[src/hw/plic_pkg.sv]
package plic_pkg;

  // ----------------------------------------------------------------
  // timing
  // ----------------------------------------------------------------
  localparam int unsigned CLK_MHZ       = 250;
  // whole level change, in nanoseconds (5.0 us)
  localparam int unsigned SWITCH_NS     = 5000;
  // a fixed duration: rounded down to whole cycles
  localparam int unsigned SWITCH_CYC    = SWITCH_NS * CLK_MHZ / 1000;
  localparam int unsigned IDENT_TMO_CYC = 64;

  // ----------------------------------------------------------------
  // register map (byte addresses)
  // ----------------------------------------------------------------
  localparam logic [7:0] A_EN    = 8'h00;
  localparam logic [7:0] A_REQ   = 8'h04;
  localparam logic [7:0] A_MBUF  = 8'h08;
  localparam logic [7:0] A_CTRL  = 8'h0c;
  localparam logic [7:0] A_STAT  = 8'h10;
  localparam logic [7:0] A_IEN   = 8'h14;
  localparam logic [7:0] A_IDET  = 8'h18;
  localparam logic [7:0] A_ICODE = 8'h1c;
  localparam logic [7:0] A_IDENT = 8'h20;
  localparam logic [7:0] A_DROP  = 8'h24;

  // ----------------------------------------------------------------
  // fields and reset values
  // ----------------------------------------------------------------
  localparam int unsigned CTRL_ON_B  = 1;
  localparam int unsigned CTRL_OFF_B = 2;
  localparam logic [15:0] EN_RST     = 16'h0000;
  localparam logic [15:0] REQ_RST    = 16'h0000;
  localparam logic [9:0]  IEN_RST    = 10'h000;
  localparam logic [3:0]  LVL_RST    = 4'h0;
  localparam logic [3:0]  LVL_ID_LO  = 4'ha;
  localparam logic [3:0]  LVL_ID_HI  = 4'hd;
  localparam int unsigned LVL_INT    = 14;
  // upper part of the microprogram branch address
  localparam logic [6:0]  BR_FIXED   = 7'h3c;

  // ----------------------------------------------------------------
  // state encodings
  // ----------------------------------------------------------------
  typedef enum logic [2:0] {
    CTX_IDLE  = 3'b000,
    CTX_BLOCK = 3'b001,
    CTX_SAVE  = 3'b011,
    CTX_COPY  = 3'b010,
    CTX_LOAD  = 3'b110,
    CTX_FETCH = 3'b111
  } plic_ctx_t;

  typedef enum logic [0:0] {
    ID_IDLE = 1'b0,
    ID_WAIT = 1'b1
  } plic_id_t;

endpackage

[src/hw/plic_top.sv]
// Added by the designer: the APB register port and the placing of the registers.
`timescale 1ns/1ps
// Notes on behaviour
// - sixteen levels, level 15 highest priority, level 0 lowest
// - each level has its own register context, chosen by running level
// - external lines raise levels 10 to 13 and 15; identify gives 512 codes
// - level 14 is set only internally; external lines reach 10-13, 15
// - hardware raises 10-15; request register writes set requests for any level 0-15
// - accepted interrupt yields 5-bit vector joined to a fixed code
// - microcode request buffer raises requests on levels 10 to 15
// - request AND enable, priority encoder gives highest common bit
// - interrupt only when encoded level above current and system on
// - enable and request are 16 bits; hardware and software set requests
// - 4-bit current level register holds running level, picks context
// - pending above current with system on, or below it: skip fetch, run context change
// - block, save, copy level, load, fetch, in that order
// - whole level change takes 5.0 us
// - lower level resumes only when higher level gives up priority
// - system switched on or off by microprogram or on/off operations
// - identify searches level; first device returns 9-bit code
// - ten maskable internal condition sources drive level 14
// - an encoded internal condition also sets request bit 14
// - nothing is taken before the system is switched on
module plic_top
  import plic_pkg::*;
#(
  parameter int unsigned SWITCH_CYCLES = SWITCH_CYC,
  parameter int unsigned IDENT_TMO     = IDENT_TMO_CYC
)(
  input  wire logic        pclk,
  input  wire logic        presetn,
  input  wire logic [7:0]  paddr,
  input  wire logic        psel,
  input  wire logic        penable,
  input  wire logic        pwrite,
  input  wire logic [31:0] pwdata,
  output logic      [31:0] prdata,
  output logic             pready,
  output logic             pslverr,
  input  wire logic [4:0]  ext_irq,
  input  wire logic [9:0]  int_cond,
  input  wire logic        mc_req_wr,
  input  wire logic [5:0]  mc_req_data,
  input  wire logic        mc_irq_on,
  input  wire logic        mc_irq_off,
  input  wire logic        instr_done,
  output logic             skip_fetch,
  output logic             ctx_save,
  output logic             ctx_load,
  output logic             ctx_fetch,
  output logic      [3:0]  ctx_level,
  output logic      [4:0]  irq_vector,
  output logic      [11:0] ub_branch,
  output logic             irq_blocked,
  output logic             ident_req,
  output logic      [3:0]  ident_level,
  input  wire logic        ident_ack,
  input  wire logic [8:0]  ident_code
);

  // ----------------------------------------------------------------
  // sizing
  // ----------------------------------------------------------------
  localparam int unsigned CNT_W = $clog2(SWITCH_CYCLES);
  localparam logic [CNT_W-1:0] SAVE_LEN =
    CNT_W'((SWITCH_CYCLES - 3) / 2 - 1);
  localparam logic [CNT_W-1:0] LOAD_LEN =
    CNT_W'(SWITCH_CYCLES - 3 - (SWITCH_CYCLES - 3) / 2 - 1);
  localparam logic [7:0] ID_TMO = 8'(IDENT_TMO - 1);

  generate
    if (SWITCH_CYCLES < 9 || IDENT_TMO < 2 || IDENT_TMO > 255)
    begin : g_bad
      $error("plic_top: unsupported switch or ident timing");
    end
  endgenerate

  typedef struct packed {
    logic [15:0]      en;
    logic [15:0]      req;
    logic             on;
    logic [9:0]       ien;
    logic [9:0]       idet;
    logic             icv;
    logic [3:0]       icode;
    logic [3:0]       cur;
    plic_ctx_t        st;
    logic [CNT_W-1:0] cnt;
    logic [4:0]       vec;
    plic_id_t         ist;
    logic [3:0]       ilev;
    logic [8:0]       id_code;
    logic             id_done;
    logic             id_none;
    logic [7:0]       icnt;
    logic             rdy;
    logic             err;
    logic [31:0]      rdata;
    logic [4:0]       s1;
    logic [4:0]       s2;
  } plic_st_t;

  localparam plic_st_t ST_RST = '{
    en: EN_RST, req: REQ_RST, on: 1'b0, ien: IEN_RST,
    idet: 10'h000, icv: 1'b0, icode: 4'h0, cur: LVL_RST,
    st: CTX_IDLE, cnt: '0, vec: 5'h00, ist: ID_IDLE,
    ilev: 4'h0, id_code: 9'h000, id_done: 1'b0,
    id_none: 1'b0, icnt: 8'h00, rdy: 1'b0, err: 1'b0,
    rdata: 32'h0, s1: 5'h00, s2: 5'h00};

  plic_st_t    r;
  plic_st_t    n;
  logic [15:0] ext_live;
  logic [15:0] pend;
  logic [15:0] en_pend;
  logic [3:0]  hp;
  logic [9:0]  int_act;
  logic [3:0]  int_code;
  logic        icode_rd;
  logic        fire;
  logic        wr;
  logic        trigger;
  logic [15:0] req_set;
  logic [31:0] rd_val;
  logic        rd_err;

  // ----------------------------------------------------------------
  // helpers
  // ----------------------------------------------------------------
  // higher bit number wins
  function automatic logic [3:0] plic_enc(input logic [15:0] v);
    logic [3:0] k;
    k = 4'h0;
    for (int i = 0; i < 16; i++)
      if (v[i])
        k = 4'(i);
    return k;
  endfunction

  // ----------------------------------------------------------------
  // arbitration
  // ----------------------------------------------------------------
  // no external line reaches bit 14
  assign ext_live = {r.s2[4], 1'b0, r.s2[3:0], 10'h000};
  // lines stay live so a device drops its level when identified
  assign pend     = r.req | ext_live;
  assign en_pend  = r.en & pend;
  assign hp       = plic_enc(en_pend);
  assign int_act  = r.idet & r.ien;
  // power fail sits in the top bit, so it wins when two coincide
  assign int_code = plic_enc({6'h00, int_act});
  assign wr       = psel && penable && pwrite && r.rdy;
  assign icode_rd = psel && penable && !pwrite && r.rdy &&
                    paddr == A_ICODE;
  // encoding allowed while the code is free or being read
  assign fire     = (int_act != 10'h000) && (!r.icv || icode_rd);
  // up needs system on, down on release
  assign trigger  = r.st == CTX_IDLE && instr_done &&
                    ((hp > r.cur && r.on) || hp < r.cur);

  // ----------------------------------------------------------------
  // next state
  // ----------------------------------------------------------------
  always_comb
  begin
    n       = r;
    rd_val  = 32'h0;
    rd_err  = 1'b0;
    req_set = 16'h0000;
    n.s1    = ext_irq;
    n.s2    = r.s1;

    case (paddr)
      A_EN:    rd_val = {16'h0000, r.en};
      A_REQ:   rd_val = {16'h0000, pend};
      A_MBUF:  rd_val = 32'h0;
      A_CTRL:  rd_val = {31'h0, r.on};
      A_STAT:  rd_val = {18'h0, r.vec, r.st != CTX_IDLE, hp, r.cur};
      A_IEN:   rd_val = {22'h0, r.ien};
      A_IDET:  rd_val = {22'h0, r.idet};
      A_ICODE: rd_val = {27'h0, r.icv, r.icode};
      A_IDENT: rd_val = {14'h0, r.id_none, r.id_done, 7'h00, r.id_code};
      A_DROP:  rd_val = 32'h0;
      default: rd_err = 1'b1;
    endcase

    // one wait state so read data comes from a flop
    n.rdy = psel && penable && !r.rdy;
    if (n.rdy)
    begin
      n.rdata = rd_val;
      n.err   = rd_err;
    end

    if (wr && paddr == A_EN)
      n.en = pwdata[15:0];
    if (wr && paddr == A_IEN)
      n.ien = pwdata[9:0];

    // internal detect: hardware set wins over software clear
    n.idet = r.idet | int_cond;
    if (wr && paddr == A_IDET)
      n.idet = (r.idet & ~pwdata[9:0]) | int_cond;
    if (icode_rd)
      n.icv = 1'b0;
    if (fire)
    begin
      n.icv             = 1'b1;
      n.icode           = int_code;
      n.idet[int_code]  = int_cond[int_code];
      req_set[LVL_INT]  = 1'b1;
    end

    if (mc_req_wr)
      req_set[15:10] = req_set[15:10] | mc_req_data;
    if (wr && paddr == A_MBUF)
      req_set[15:10] = req_set[15:10] | pwdata[15:10];

    // software writes any level, sets are kept
    if (wr && paddr == A_REQ)
      n.req = pwdata[15:0];
    // current level gives up its priority
    if (wr && paddr == A_DROP)
      n.req[r.cur] = 1'b0;
    n.req = n.req | req_set;

    // system on/off; off wins when both arrive
    if (mc_irq_on || (wr && paddr == A_CTRL && pwdata[CTRL_ON_B]))
      n.on = 1'b1;
    if (mc_irq_off || (wr && paddr == A_CTRL && pwdata[CTRL_OFF_B]))
      n.on = 1'b0;

    case (r.st)
      CTX_IDLE:
        if (trigger)
        begin
          n.st  = CTX_BLOCK;
          // vector: direction flag and target level
          n.vec = {hp > r.cur, hp};
        end
      CTX_BLOCK:
      begin
        n.st  = CTX_SAVE;
        n.cnt = SAVE_LEN;
      end
      CTX_SAVE:
        if (r.cnt == '0)
          n.st = CTX_COPY;
        else
          n.cnt = r.cnt - 1'b1;
      CTX_COPY:
      begin
        n.cur = hp;
        n.st  = CTX_LOAD;
        n.cnt = LOAD_LEN;
      end
      CTX_LOAD:
        if (r.cnt == '0)
          n.st = CTX_FETCH;
        else
          n.cnt = r.cnt - 1'b1;
      CTX_FETCH:
        n.st = CTX_IDLE;
      default:
        n.st = CTX_IDLE;
    endcase

    // identify search on one vectored level
    case (r.ist)
      ID_IDLE:
        if (wr && paddr == A_IDENT)
        begin
          n.id_done = 1'b0;
          n.id_none = 1'b0;
          n.ilev    = pwdata[3:0];
          n.icnt    = ID_TMO;
          // only levels 10 to 13 carry devices
          if (pwdata[3:0] >= LVL_ID_LO && pwdata[3:0] <= LVL_ID_HI)
            n.ist = ID_WAIT;
          else
          begin
            n.id_done = 1'b1;
            n.id_none = 1'b1;
          end
        end
      ID_WAIT:
        if (ident_ack)
        begin
          n.id_code = ident_code;
          n.id_done = 1'b1;
          n.ist     = ID_IDLE;
        end
        else if (r.icnt == 8'h00)
        begin
          n.id_done = 1'b1;
          n.id_none = 1'b1;
          n.ist     = ID_IDLE;
        end
        else
          n.icnt = r.icnt - 1'b1;
      default:
        n.ist = ID_IDLE;
    endcase
  end

  always_ff @(posedge pclk or negedge presetn)
  begin
    if (!presetn)
      r <= ST_RST;
    else
      r <= n;
  end

  // ----------------------------------------------------------------
  // outputs
  // ----------------------------------------------------------------
  assign prdata      = r.rdata;
  assign pready      = r.rdy;
  assign pslverr     = r.rdy && r.err;
  // fetch is held off for the whole change
  assign skip_fetch  = trigger || r.st != CTX_IDLE;
  assign ctx_save    = r.st == CTX_SAVE;
  assign ctx_load    = r.st == CTX_LOAD;
  assign ctx_fetch   = r.st == CTX_FETCH;
  // running level selects the register context
  assign ctx_level   = r.cur;
  assign irq_vector  = r.vec;
  // branch address into the interrupt microroutine
  assign ub_branch   = {BR_FIXED, r.vec};
  assign irq_blocked = r.st != CTX_IDLE;
  assign ident_req   = r.ist == ID_WAIT;
  assign ident_level = r.ilev;

  // ----------------------------------------------------------------
  // checks
  // ----------------------------------------------------------------
  logic [CNT_W:0] sw_cnt;

  always_ff @(posedge pclk or negedge presetn)
  begin
    if (!presetn)
      sw_cnt <= '0;
    else if (r.st == CTX_IDLE)
      sw_cnt <= '0;
    else
      sw_cnt <= sw_cnt + 1'b1;
  end
endmodule

[config.mk]
export PLATFORM = sky130hd
export DESIGN_NAME = plic_top
export DESIGN_NICKNAME = d
export VERILOG_FILES = /design/src/hw/plic_pkg.sv /design/src/hw/plic_top.sv
export SDC_FILE = /design/constraint.sdc
export NUM_CORES = 1
export LEC_CHECK = 0
export CAP_MARGIN = 20
export CORE_ASPECT_RATIO = 1.4
export CORE_UTILIZATION = 35
export CTS_CLUSTER_DIAMETER = 50
export CTS_CLUSTER_SIZE = 10
export DETAILED_ROUTE_END_ITERATION = 10
export DONT_BUFFER_PORTS = 1
export PLACE_DENSITY_LB_ADDON = 0.3
export RECOVER_POWER = 25
export SYNTH_ARGS = -nofsm -noshare
export SYNTH_HDL_FRONTEND = slang
export SYNTH_SLANG_ARGS = --single-unit
[constraint.sdc]
create_clock -name pclk -period 3.71 [get_ports pclk]
set_input_delay 0.1855 -clock pclk [delete_from_list [all_inputs] [get_ports pclk]]
set_output_delay 0.1855 -clock pclk [all_outputs]
set_load 0.05 [all_outputs]
=== Word level (Yosys, flattened, before mapping) ===
Cells that the tools add are included.
W data, S select, Z words.

* Bits in registers: 149
* Bits of input ports: 80
* Output and inout port bits: 65
* Logic and storage cells: 181

* Add/subtract/negate cells: 2
* Order comparisons: 8
* Equal/unequal tests: 23
* Muxes and demuxes: 61
* Bitwise logic cells: 13
* Reductions and logical operators: 52

{| class="wikitable"
|+ Operators by type and width
! cell !! number
|-
| $pmux W18 S8 || 1
|-
| $mux W4 || 20
|-
| $pmux W11 S3 || 1
|-
| $and A16 B16 Y16 || 2
|-
| $eq A8 B5 Y1 const B || 4
|-
| $mux W16 || 2
|-
| $or A16 B16 Y16 || 2
|-
| $logic_and A1 B1 Y1 || 25
|-
| $and A10 B10 Y10 || 2
|-
| $mux W10 || 2
|-
| $or A10 B10 Y10 || 2
|-
| $pmux W10 S2 || 1
|-
| $eq A8 B4 Y1 const B || 2
|-
| $eq A8 B6 Y1 const B || 2
|-
| $logic_not A8 Y1 || 2
|-
| $not A16 Y16 || 1
|-
| $mux W15 || 1
|-
| $pmux W3 S5 || 1
|-
| $mux W1 || 14
|-
| $mux W6 || 2
|-
| $logic_not A11 Y1 || 1
|-
| $mux W11 || 1
|-
| $sub A11 B1 Y11 const B || 1
|-
| $bwmux W10 || 1
|-
| 36 further kinds || 66
|}

=== Longest topological paths before layout ===
Gate-level depths: netlist of the first run.

* Depth after elaboration: 23
* Gate-level depth with buffers: 10
* Depth with buffers taken out: 10

=== Worst setup path after synthesis of the first run ===
Ideal clock, no wire load.

* Kind: reg2out
* From: register r[129] in the netlist's numbering
* To: output port skip_fetch
* Arrival time: 2.397 ns
* Required time: 3.524 ns
* Setup slack: 1.128 ns
* Stages on the path, launching flop included: 9
* Buffers on the path: 0
* Cell sequence: dfrtp_1 o21ai_0 a21boi_0 o2111ai_1 ha_1 o21ai_0 a21oi_1 o21ai_0 nand2b_1

* Longest elaborated chain between the ends: 11
* Elaborated cells between the ends (all ways): 12
* Classes of those cells: 2 x order compare; 4 x mux; 2 x bitwise; 4 x reduce/logical

{| class="wikitable"
|+ Ends and longest elaborated chain
! item !! RTL line !! text
|-
| from (decl) || plic_top.sv:111 || <nowiki>plic_st_t r;</nowiki>
|-
| from (signal assigned) || plic_top.sv:311 || <nowiki>r <= n;</nowiki>
|-
| $or A16 B16 Y16 * || plic_top.sv:146 || <nowiki>assign pend = r.req | ext_live;</nowiki>
|-
| $and A16 B16 Y16 * || plic_top.sv:147 || <nowiki>assign en_pend = r.en & pend;</nowiki>
|-
| $mux W4 * (4 in series) || plic_top.sv:135 || <nowiki>if (v[i])</nowiki>
|-
| net hp[2] || plic_top.sv:116 || <nowiki>logic [3:0] hp;</nowiki>
|-
| $gt A4 B4 Y1 || plic_top.sv:159 || <nowiki>((hp > r.cur && r.on) || hp < r.cur);</nowiki>
|-
| $logic_and A1 B1 Y1 || plic_top.sv:159 ||
|-
| $logic_or A1 B1 Y1 * || plic_top.sv:159 ||
|-
| $logic_and A1 B1 Y1 * || plic_top.sv:158 || <nowiki>assign trigger = r.st == CTX_IDLE && instr_done &&</nowiki>
|-
| $logic_or A1 B1 Y1 * || plic_top.sv:321 || <nowiki>assign skip_fetch = trigger || r.st != CTX_IDLE;</nowiki>
|-
| to (decl) || plic_top.sv:47 || <nowiki>output logic skip_fetch,</nowiki>
|}

The timed path passes the listed nets; every way through them passes the cells marked *.

=== Worst setup path after layout of the first run ===
* From: register r[122] in the netlist's numbering
* To: output port skip_fetch

* Longest elaborated chain between the ends: 18
* Elaborated cells between the ends (all ways): 19
* Classes of those cells: 2 x order compare; 11 x mux; 2 x bitwise; 4 x reduce/logical

{| class="wikitable"
|+ Ends and longest elaborated chain
! item !! RTL line
|-
| $or A16 B16 Y16 * || plic_top.sv:146
|-
| $and A16 B16 Y16 * || plic_top.sv:147
|-
| $mux W4 * (11 in series) || plic_top.sv:135
|-
| $gt A4 B4 Y1 || plic_top.sv:159
|-
| $logic_and A1 B1 Y1 || plic_top.sv:159
|-
| $logic_or A1 B1 Y1 * || plic_top.sv:159
|-
| $logic_and A1 B1 Y1 * || plic_top.sv:158
|-
| $logic_or A1 B1 Y1 * || plic_top.sv:321
|}

Mark *: on every way between the ends. The rest lies on a longest branch, timed or not.

==> flow_summary.yaml, run 1 <==
placement:
  routabilityCongestion: 0.8465
  detailedPlacementHpwl_mm: 15.82
  dpl-instance-area_mm2: 0.007321
  io_buffers: 0
  place_inst: 913
  dpl_worst_slack_ps: 474.2
synthesis:
  synthArstFlopShare: 1.000
  avgSynthCellArea_um2: 10.36
  yosys_register_bits: 135
  synth_edf_count: 0
  synth_compound_area_frac: 0.1863
  synth_top_family_by_area: "compound AO/OA/AOI/OAI gates"
  yosys.cell_types.count: 71
  synth_area_mm2: 0.007400
  yosysSeqAreaShare: 0.4565
  synthSimpleGateAreaFrac: 0.1522
  muxShareOfSynthArea: 0.09959
  synth_ff_type: "dfrtp_1"
  synth_xor_area_frac: 0.007102
  synth_warnings: 0
  syn_inst: 714
  synthAdderAreaFrac: 0.01488
drt:
  drc: 16
  avgViaCountPerCell: 5.860
  ant_nets: 0
  drt-initial-drc-count: 601
  routed_wl_mm: 22.24
  wl_per_cell_um: 22.15
  vias: 5883
  drt_first_pass_iters: 9
critical_path:
  path_common_cell: "nand2b_1"
  endpoint_kind: "output pin"
  path_class: "flop to output pin"
  critical_path.top_delay_family: "compound AO/OA/AOI/OAI gates"
  crit_chain: "a22o_1 > a31oi_1 > o211ai_1 > a311oi_2 > ha_1 > nand2b_1 > a21oi_1 > o21ai_0 > nand2b_1"
  path_buf_inv: 0
  critPathArrivalTime_ps: 3380
  required_ps: 3520
  worst_setup_path_start_kind: "flop"
  cpPeakStageDelay_ps: 520
  cp_slowest_cell: "nand2b_1"
  cp_max_fo: 5
floorplanning:
  coreArea_mm2: 0.02063
  rows: 62
  start_util: 0.3586
  design.portCount: 145
  die_h_um: 174.0
  dieWidth_um: 124.9
  dieArea_mm2: 0.02174
sta:
  skew_ps: 8.986
  slew_headroom: -0.2856
  tns_ps: 0
  finalHoldViolations: 0
  fin_ws_ps: 139.9
  fmax_ghz: 0.2801
  rsz0062_at_grt: "false"
  finalCriticalPeriod_ps: 3570
  slew_viol_final: 136
  period_share: 0.9623
  setup_viol: 0
  whs_ps: 28.63
  worst_slew_pin_slew_ps: 1928
min_path:
  hold_path.class: "input port to flop"
clocking:
  path_clk_slew_ps: 50
  cts_setup_buffers: 0
  htree_levels: 4
  clk_latency_ps: 420
  cts_buffer_depth: 2
  cts_made_buffers: 17
  cts_tree: "yes"
  clock-sinks: 135
  root_buffer: "clkbuf_16"
grt:
  grt_pass1_vias: 5927
  grt_max_degree: 136
  grt.overflow.total: 0
  antenna_found_initial: 0
  grt_pass1_wl_mm: 34.29
  grt_usage: 0.2092
power:
  power.density_mw_per_mm2: 385.3
  vdd_drop_max_v: 0.0003219
  leakage_nw: 3.574
final_layout:
  final_cells: 1004
  fillerInstances: 2010
  fin_area_mm2: 0.008503
  area_delta_synth_final_pct: 14.91
  nets: 827
  diodes: 0
  drive_gt1_frac: 0.1190
outcome:
  outcome: "finished with violations"
  violations: "design-rule violations, max-capacitance violations, max-slew violations"
job:
  maxCapViolations: 1
-- power by group --
part	internal (mW)	total [mW]	leakage (nW)	switching [mW]
logic	0.0588	0.189	1.59	0.130
registers	1.49	1.50	1.71	0.0101
clock network	0.994	1.59	0.267	0.597
total	2.54	3.28	3.57	0.738
-- layout by cell type, fill, tap and decap left out, types with 20 or more instances in the layout --
| master | instances |
|---|---|
| dfrtp_1 | 135 |
| nand3_1 | 20 |
| nor2_1 | 26 |
| conb_1 | 21 |
| a21oi_1 | 39 |
| mux2i_1 | 23 |
| nand2_1 | 69 |
| mux2_2 | 36 |
| dlygate4sd3_1 | 62 |
| o21ai_0 | 33 |
-- worst paths after layout --
path                            from           end  slack [ps]  cells past startpoint
setup / recovery              r[122]    skip_fetch         140                      9
hold reg to reg                 n[3]  ext_live[13]         350                      0
max in group asynchronous    presetn        r[107]        1640                      2
setup reg to reg              pready        r[127]         520                      7
hold / removal             ident_ack         r[44]          30                      2
min in group asynchronous    presetn        pready         810                      2
-- state kept, by name, summed over array words and instances (netlist names) --
register     flops
ctx_level        4
ident_req        1
prdata          18
ext_live         5
irq_vector       5
r               92
n                5
pready           1
ident_level      4
-- final cells by class --
type | count | area (µm²) | share of cell area
multi-input cells | 496 | 3490 | 0.4104
flip-flops and latches | 135 | 3378 | 0.3973
repair buffers | 74 | 710.7 | 0.08358
clock buffers | 25 | 505.5 | 0.05945
well taps | 256 | 320.3 | 0.03767
inverters | 15 | 56.30 | 0.006622
clock inverters | 3 | 42.54 | 0.005003
-- through the flow --
step                total power, mW    util
floorplan                     1.633       -
global placement              1.624  0.3548
detailed placement            1.626  0.3548
CTS                           3.306  0.4130
global route                  3.380  0.4121
finish                        3.276  0.4121
-- kinds of logic after synthesis --
family | count (synthesis)
AND/OR/NAND/NOR | 201
AO/OA/AOI/OAI | 193
flip-flops | 135
buffers and inverters | 102
multiplexers | 66
adder cells (fa/ha/maj) | 9
XOR/XNOR | 6
other | 2
-- timing repair --
item / 4_1_cts / 5_1_grt
hold buffers: 63 / 0
resized for setup: 1 / 0
hold endpoints to repair: 208 / 0
endpoints found under the setup margin: 1 / 0
-- synthesized netlist by cell type, types with 6 or more instances --
| library cell | number | area (µm²) |
|---|---|---|
| nand2_1 | 69 | 259.0 |
| nand2b_1 | 10 | 62.56 |
| a31o_1 | 11 | 96.34 |
| mux2_2 | 36 | 405.4 |
| or4_1 | 11 | 82.58 |
| a21oi_1 | 39 | 195.2 |
| buf_4 | 58 | 435.4 |
| a221oi_1 | 7 | 61.31 |
| a22oi_1 | 19 | 142.6 |
| dfrtp_1 | 135 | 3378 |
| nor3_1 | 9 | 45.04 |
| buf_2 | 7 | 35.03 |
| mux2i_1 | 23 | 230.2 |
| ha_1 | 8 | 100.1 |
| a22o_1 | 15 | 131.4 |
| a222oi_1 | 7 | 70.07 |
| o21a_1 | 6 | 45.04 |
| nor4_1 | 6 | 37.54 |
| a31oi_1 | 6 | 37.54 |
| clkbuf_1 | 20 | 75.07 |
| inv_1 | 15 | 56.30 |
| nor2_1 | 26 | 97.59 |
| xor2_1 | 6 | 52.55 |
| a21o_1 | 6 | 45.04 |
| o31ai_1 | 9 | 67.56 |
| o21ai_0 | 33 | 165.2 |
| nand3_1 | 20 | 100.1 |
-- worst register-to-register path: stages, from the launching register on --
cell and delay [ps]:
dfrtp_1 320, buf_4 220, nand4_1 540, nor3_2 520
nor3b_2 490, a21oi_1 130, a221o_1 270, dlygate4sd3_1 560
-- layer usage --
layer	vias up	part of all wire	global-route usage
met5	-	0	0
met4	0	0.037	0.09197
met3	62	0.066	0.05232
met2	244	0.52	0.3699
met1	2939	0.38	0.2380
li1	2638	-	-
Power figures use the tool's default switching activity.
==> run 2, diff against run 1 <==
--- a/config.mk
+++ b/config.mk
@@ -14,6 +14,7 @@
 export DONT_BUFFER_PORTS = 1
 export PLACE_DENSITY_LB_ADDON = 0.3
 export RECOVER_POWER = 25
+export REMOVE_ABC_BUFFERS = 1
 export SYNTH_ARGS = -nofsm -noshare
 export SYNTH_HDL_FRONTEND = slang
 export SYNTH_SLANG_ARGS = --single-unit
==> flow_summary.yaml, run 2 (same netlist as run 1, synthesis figures left out) <==
outcome:
  outcome: "finished with violations"
  violations: "design-rule violations, max-capacitance violations, max-slew violations"
power:
  leakage_nw: 3.598
  switching_share: 0.2285
  vdd_drop_max_v: 0.0003260
  comb_power_share: 0.053
  power.density_mw_per_mm2: 402.8
  power_switching_uw: 788.8
  internal_power_mw: 2.664
  seqPwrFrac: 0.434
  p_clk_frac: 0.513
grt:
  grt_max_degree: 136
  grt_pass1_wl_mm: 34.77
  met3_usage: 0.05540
  antenna_found_initial: 0
  grt_pass1_vias: 6117
  grt.overflow.total: 0
  met2_usage: 0.3607
  top_usage_layer: "met2"
  grt_usage: 0.2102
  met1_usage: 0.2425
min_path:
  hold_start: "ident_ack"
  hold_path.class: "input port to flop"
final_layout:
  fillerInstances: 1972
  final_common_cell: "dfrtp_1"
  area_delta_synth_final_pct: 15.83
  largest_reg_flops: 92
  drive_gt1_frac: 0.1263
  layout_common_cells: "135 x dfrtp_1, 69 x nand2_1, 62 x dlygate4sd3_1"
  diodes: 0
  nets: 827
  regMostFlops: "r"
  final_util: 0.4154
floorplanning:
  coreArea_mm2: 0.02063
  dieWidth_um: 124.9
  rows: 62
  dieArea_mm2: 0.02174
  start_util: 0.3586
  die_h_um: 174.0
  design.portCount: 145
drt:
  vias: 5931
  drt-initial-drc-count: 499
  drt_first_pass_iters: 9
  drc: 20
  ant_nets: 0
  avgViaCountPerCell: 5.884
  wl_per_cell_um: 22.32
  routed_wl_mm: 22.50
critical_path:
  critPathArrivalTime_ps: 3240
  worst_setup_path_start_kind: "flop"
  cpPeakStageDelay_ps: 440
  path_class: "flop to output pin"
  crit_chain: "o21ai_0 > a21boi_0 > o2111ai_1 > buf_4 > ha_1 > o21ai_0 > a21oi_1 > o21ai_0 > nand2b_2"
  required_ps: 3520
  cp_slowest_cell: "o21ai_0"
  endpoint_kind: "output pin"
  r2r_slack_ps: 590
  startpoint: "r[129]"
  path_common_cell: "o21ai_0"
  rr_startpoint: "r[129]"
  cp_max_fo: 5
sta:
  finalHoldViolations: 0
  slew_viol_final: 136
  finalCriticalPeriod_ps: 3425
  skew_ps: 12.80
  fin_ws_ps: 284.7
  fmax_ghz: 0.2919
  period_share: 0.9233
  setup_viol: 0
  slew_headroom: -0.2758
  worst_slew_pin_slew_ps: 1914
clocking:
  cts_tree: "yes"
  root_buffer: "clkbuf_16"
  cts_buffer_depth: 2
  path_clk_slew_ps: 60
  clk_latency_ps: 420
  clock-sinks: 135
  cts_made_buffers: 17
  htree_levels: 4
placement:
  dpl_worst_slack_ps: 561.5
  io_buffers: 0
  detailedPlacementHpwl_mm: 15.74
  routabilityCongestion: 0.8870
job:
  maxCapViolations: 1
-- run 2: cell types whose count changed in the layout (fill, tap and decap cells not counted) --
cell        before  now
nand2b_2         0    1
nand2b_1        10    9
clkinv_4         0    2
clkbuf_1         3    2
clkinvlp_4       1    3
clkbuf_8         5    0
clkinv_2         1    4
bufinv_16        1    4
-- run 2: layout make-up --
cell class / count / area, µm² / share of cell area
clock buffer: 19 / 432.9 / 0.05051
timing repair buffer: 74 / 710.7 / 0.08292
multi-input combinational: 496 / 3492 / 0.4074
inverter: 15 / 56.30 / 0.006569
tap: 256 / 320.3 / 0.03737
sequential: 135 / 3378 / 0.3942
clock inverter: 13 / 180.2 / 0.02102
-- run 2: power by group through the flow --
stage	sequential [mW]	combinational [mW]	clock, mW
6_report	1.50	0.185	1.77
5_1_grt	1.50	0.200	1.87
4_1_cts	1.50	0.189	1.80
3_5_place_dp	1.52	0.101	0
3_3_place_gp	1.52	0.100	0
2_1_floorplan	1.52	0.0875	0
-- run 2: stage by stage --
step                instance area (µm²)  hold WS (ps)  power (mW)  TNS [ps]  std cells
global placement                   7321        -102.9       1.624         0        913
CTS                                8582         8.479       3.485         0       1008
global route                       8571         16.36       3.568    -12.02       1008
finish                             8571         17.62       3.453         0       1008
floorplan                          6918        -110.1       1.608         0        646
detailed placement                 7321        -103.8       1.626         0        913
-- run 2: final timing paths --
check,endpoint,cells past startpoint
hold / removal,r[45],2
hold reg to reg,ext_live[13],0
setup / recovery,skip_fetch,9
setup reg to reg,irq_vector[3],10
max in group asynchronous,r[101],2
min in group asynchronous,ident_level[0],2
-- run 2: worst max-delay path: cells and delay by family, from the launching register on --
family / cells / cell delay (ps)
simple gates: 1 / 400
fa+ha+maj: 1 / 280
flops: 1 / 390
compound gates: 6 / 1550
buf+inv: 1 / 200
-- run 2: routing by layer --
metal  share of wire  wire length [µm]  vias to the layer above
met3           0.079              1770                       46
met2            0.51             11490                      268
li1                -                 -                     2651
met1            0.37              8428                     2966
met4           0.036               812                        0
met5               0                 0                        -
-- run 2: repair_timing --
| item | CTS | global route |
|---|---|---|
| hold endpoints to repair | 208 | 0 |
| endpoints found under the setup margin | 0 | 1 |
| resized for setup | 0 | 2 |
| buffers inserted | 0 | 0 |
| hold buffers | 63 | 0 |
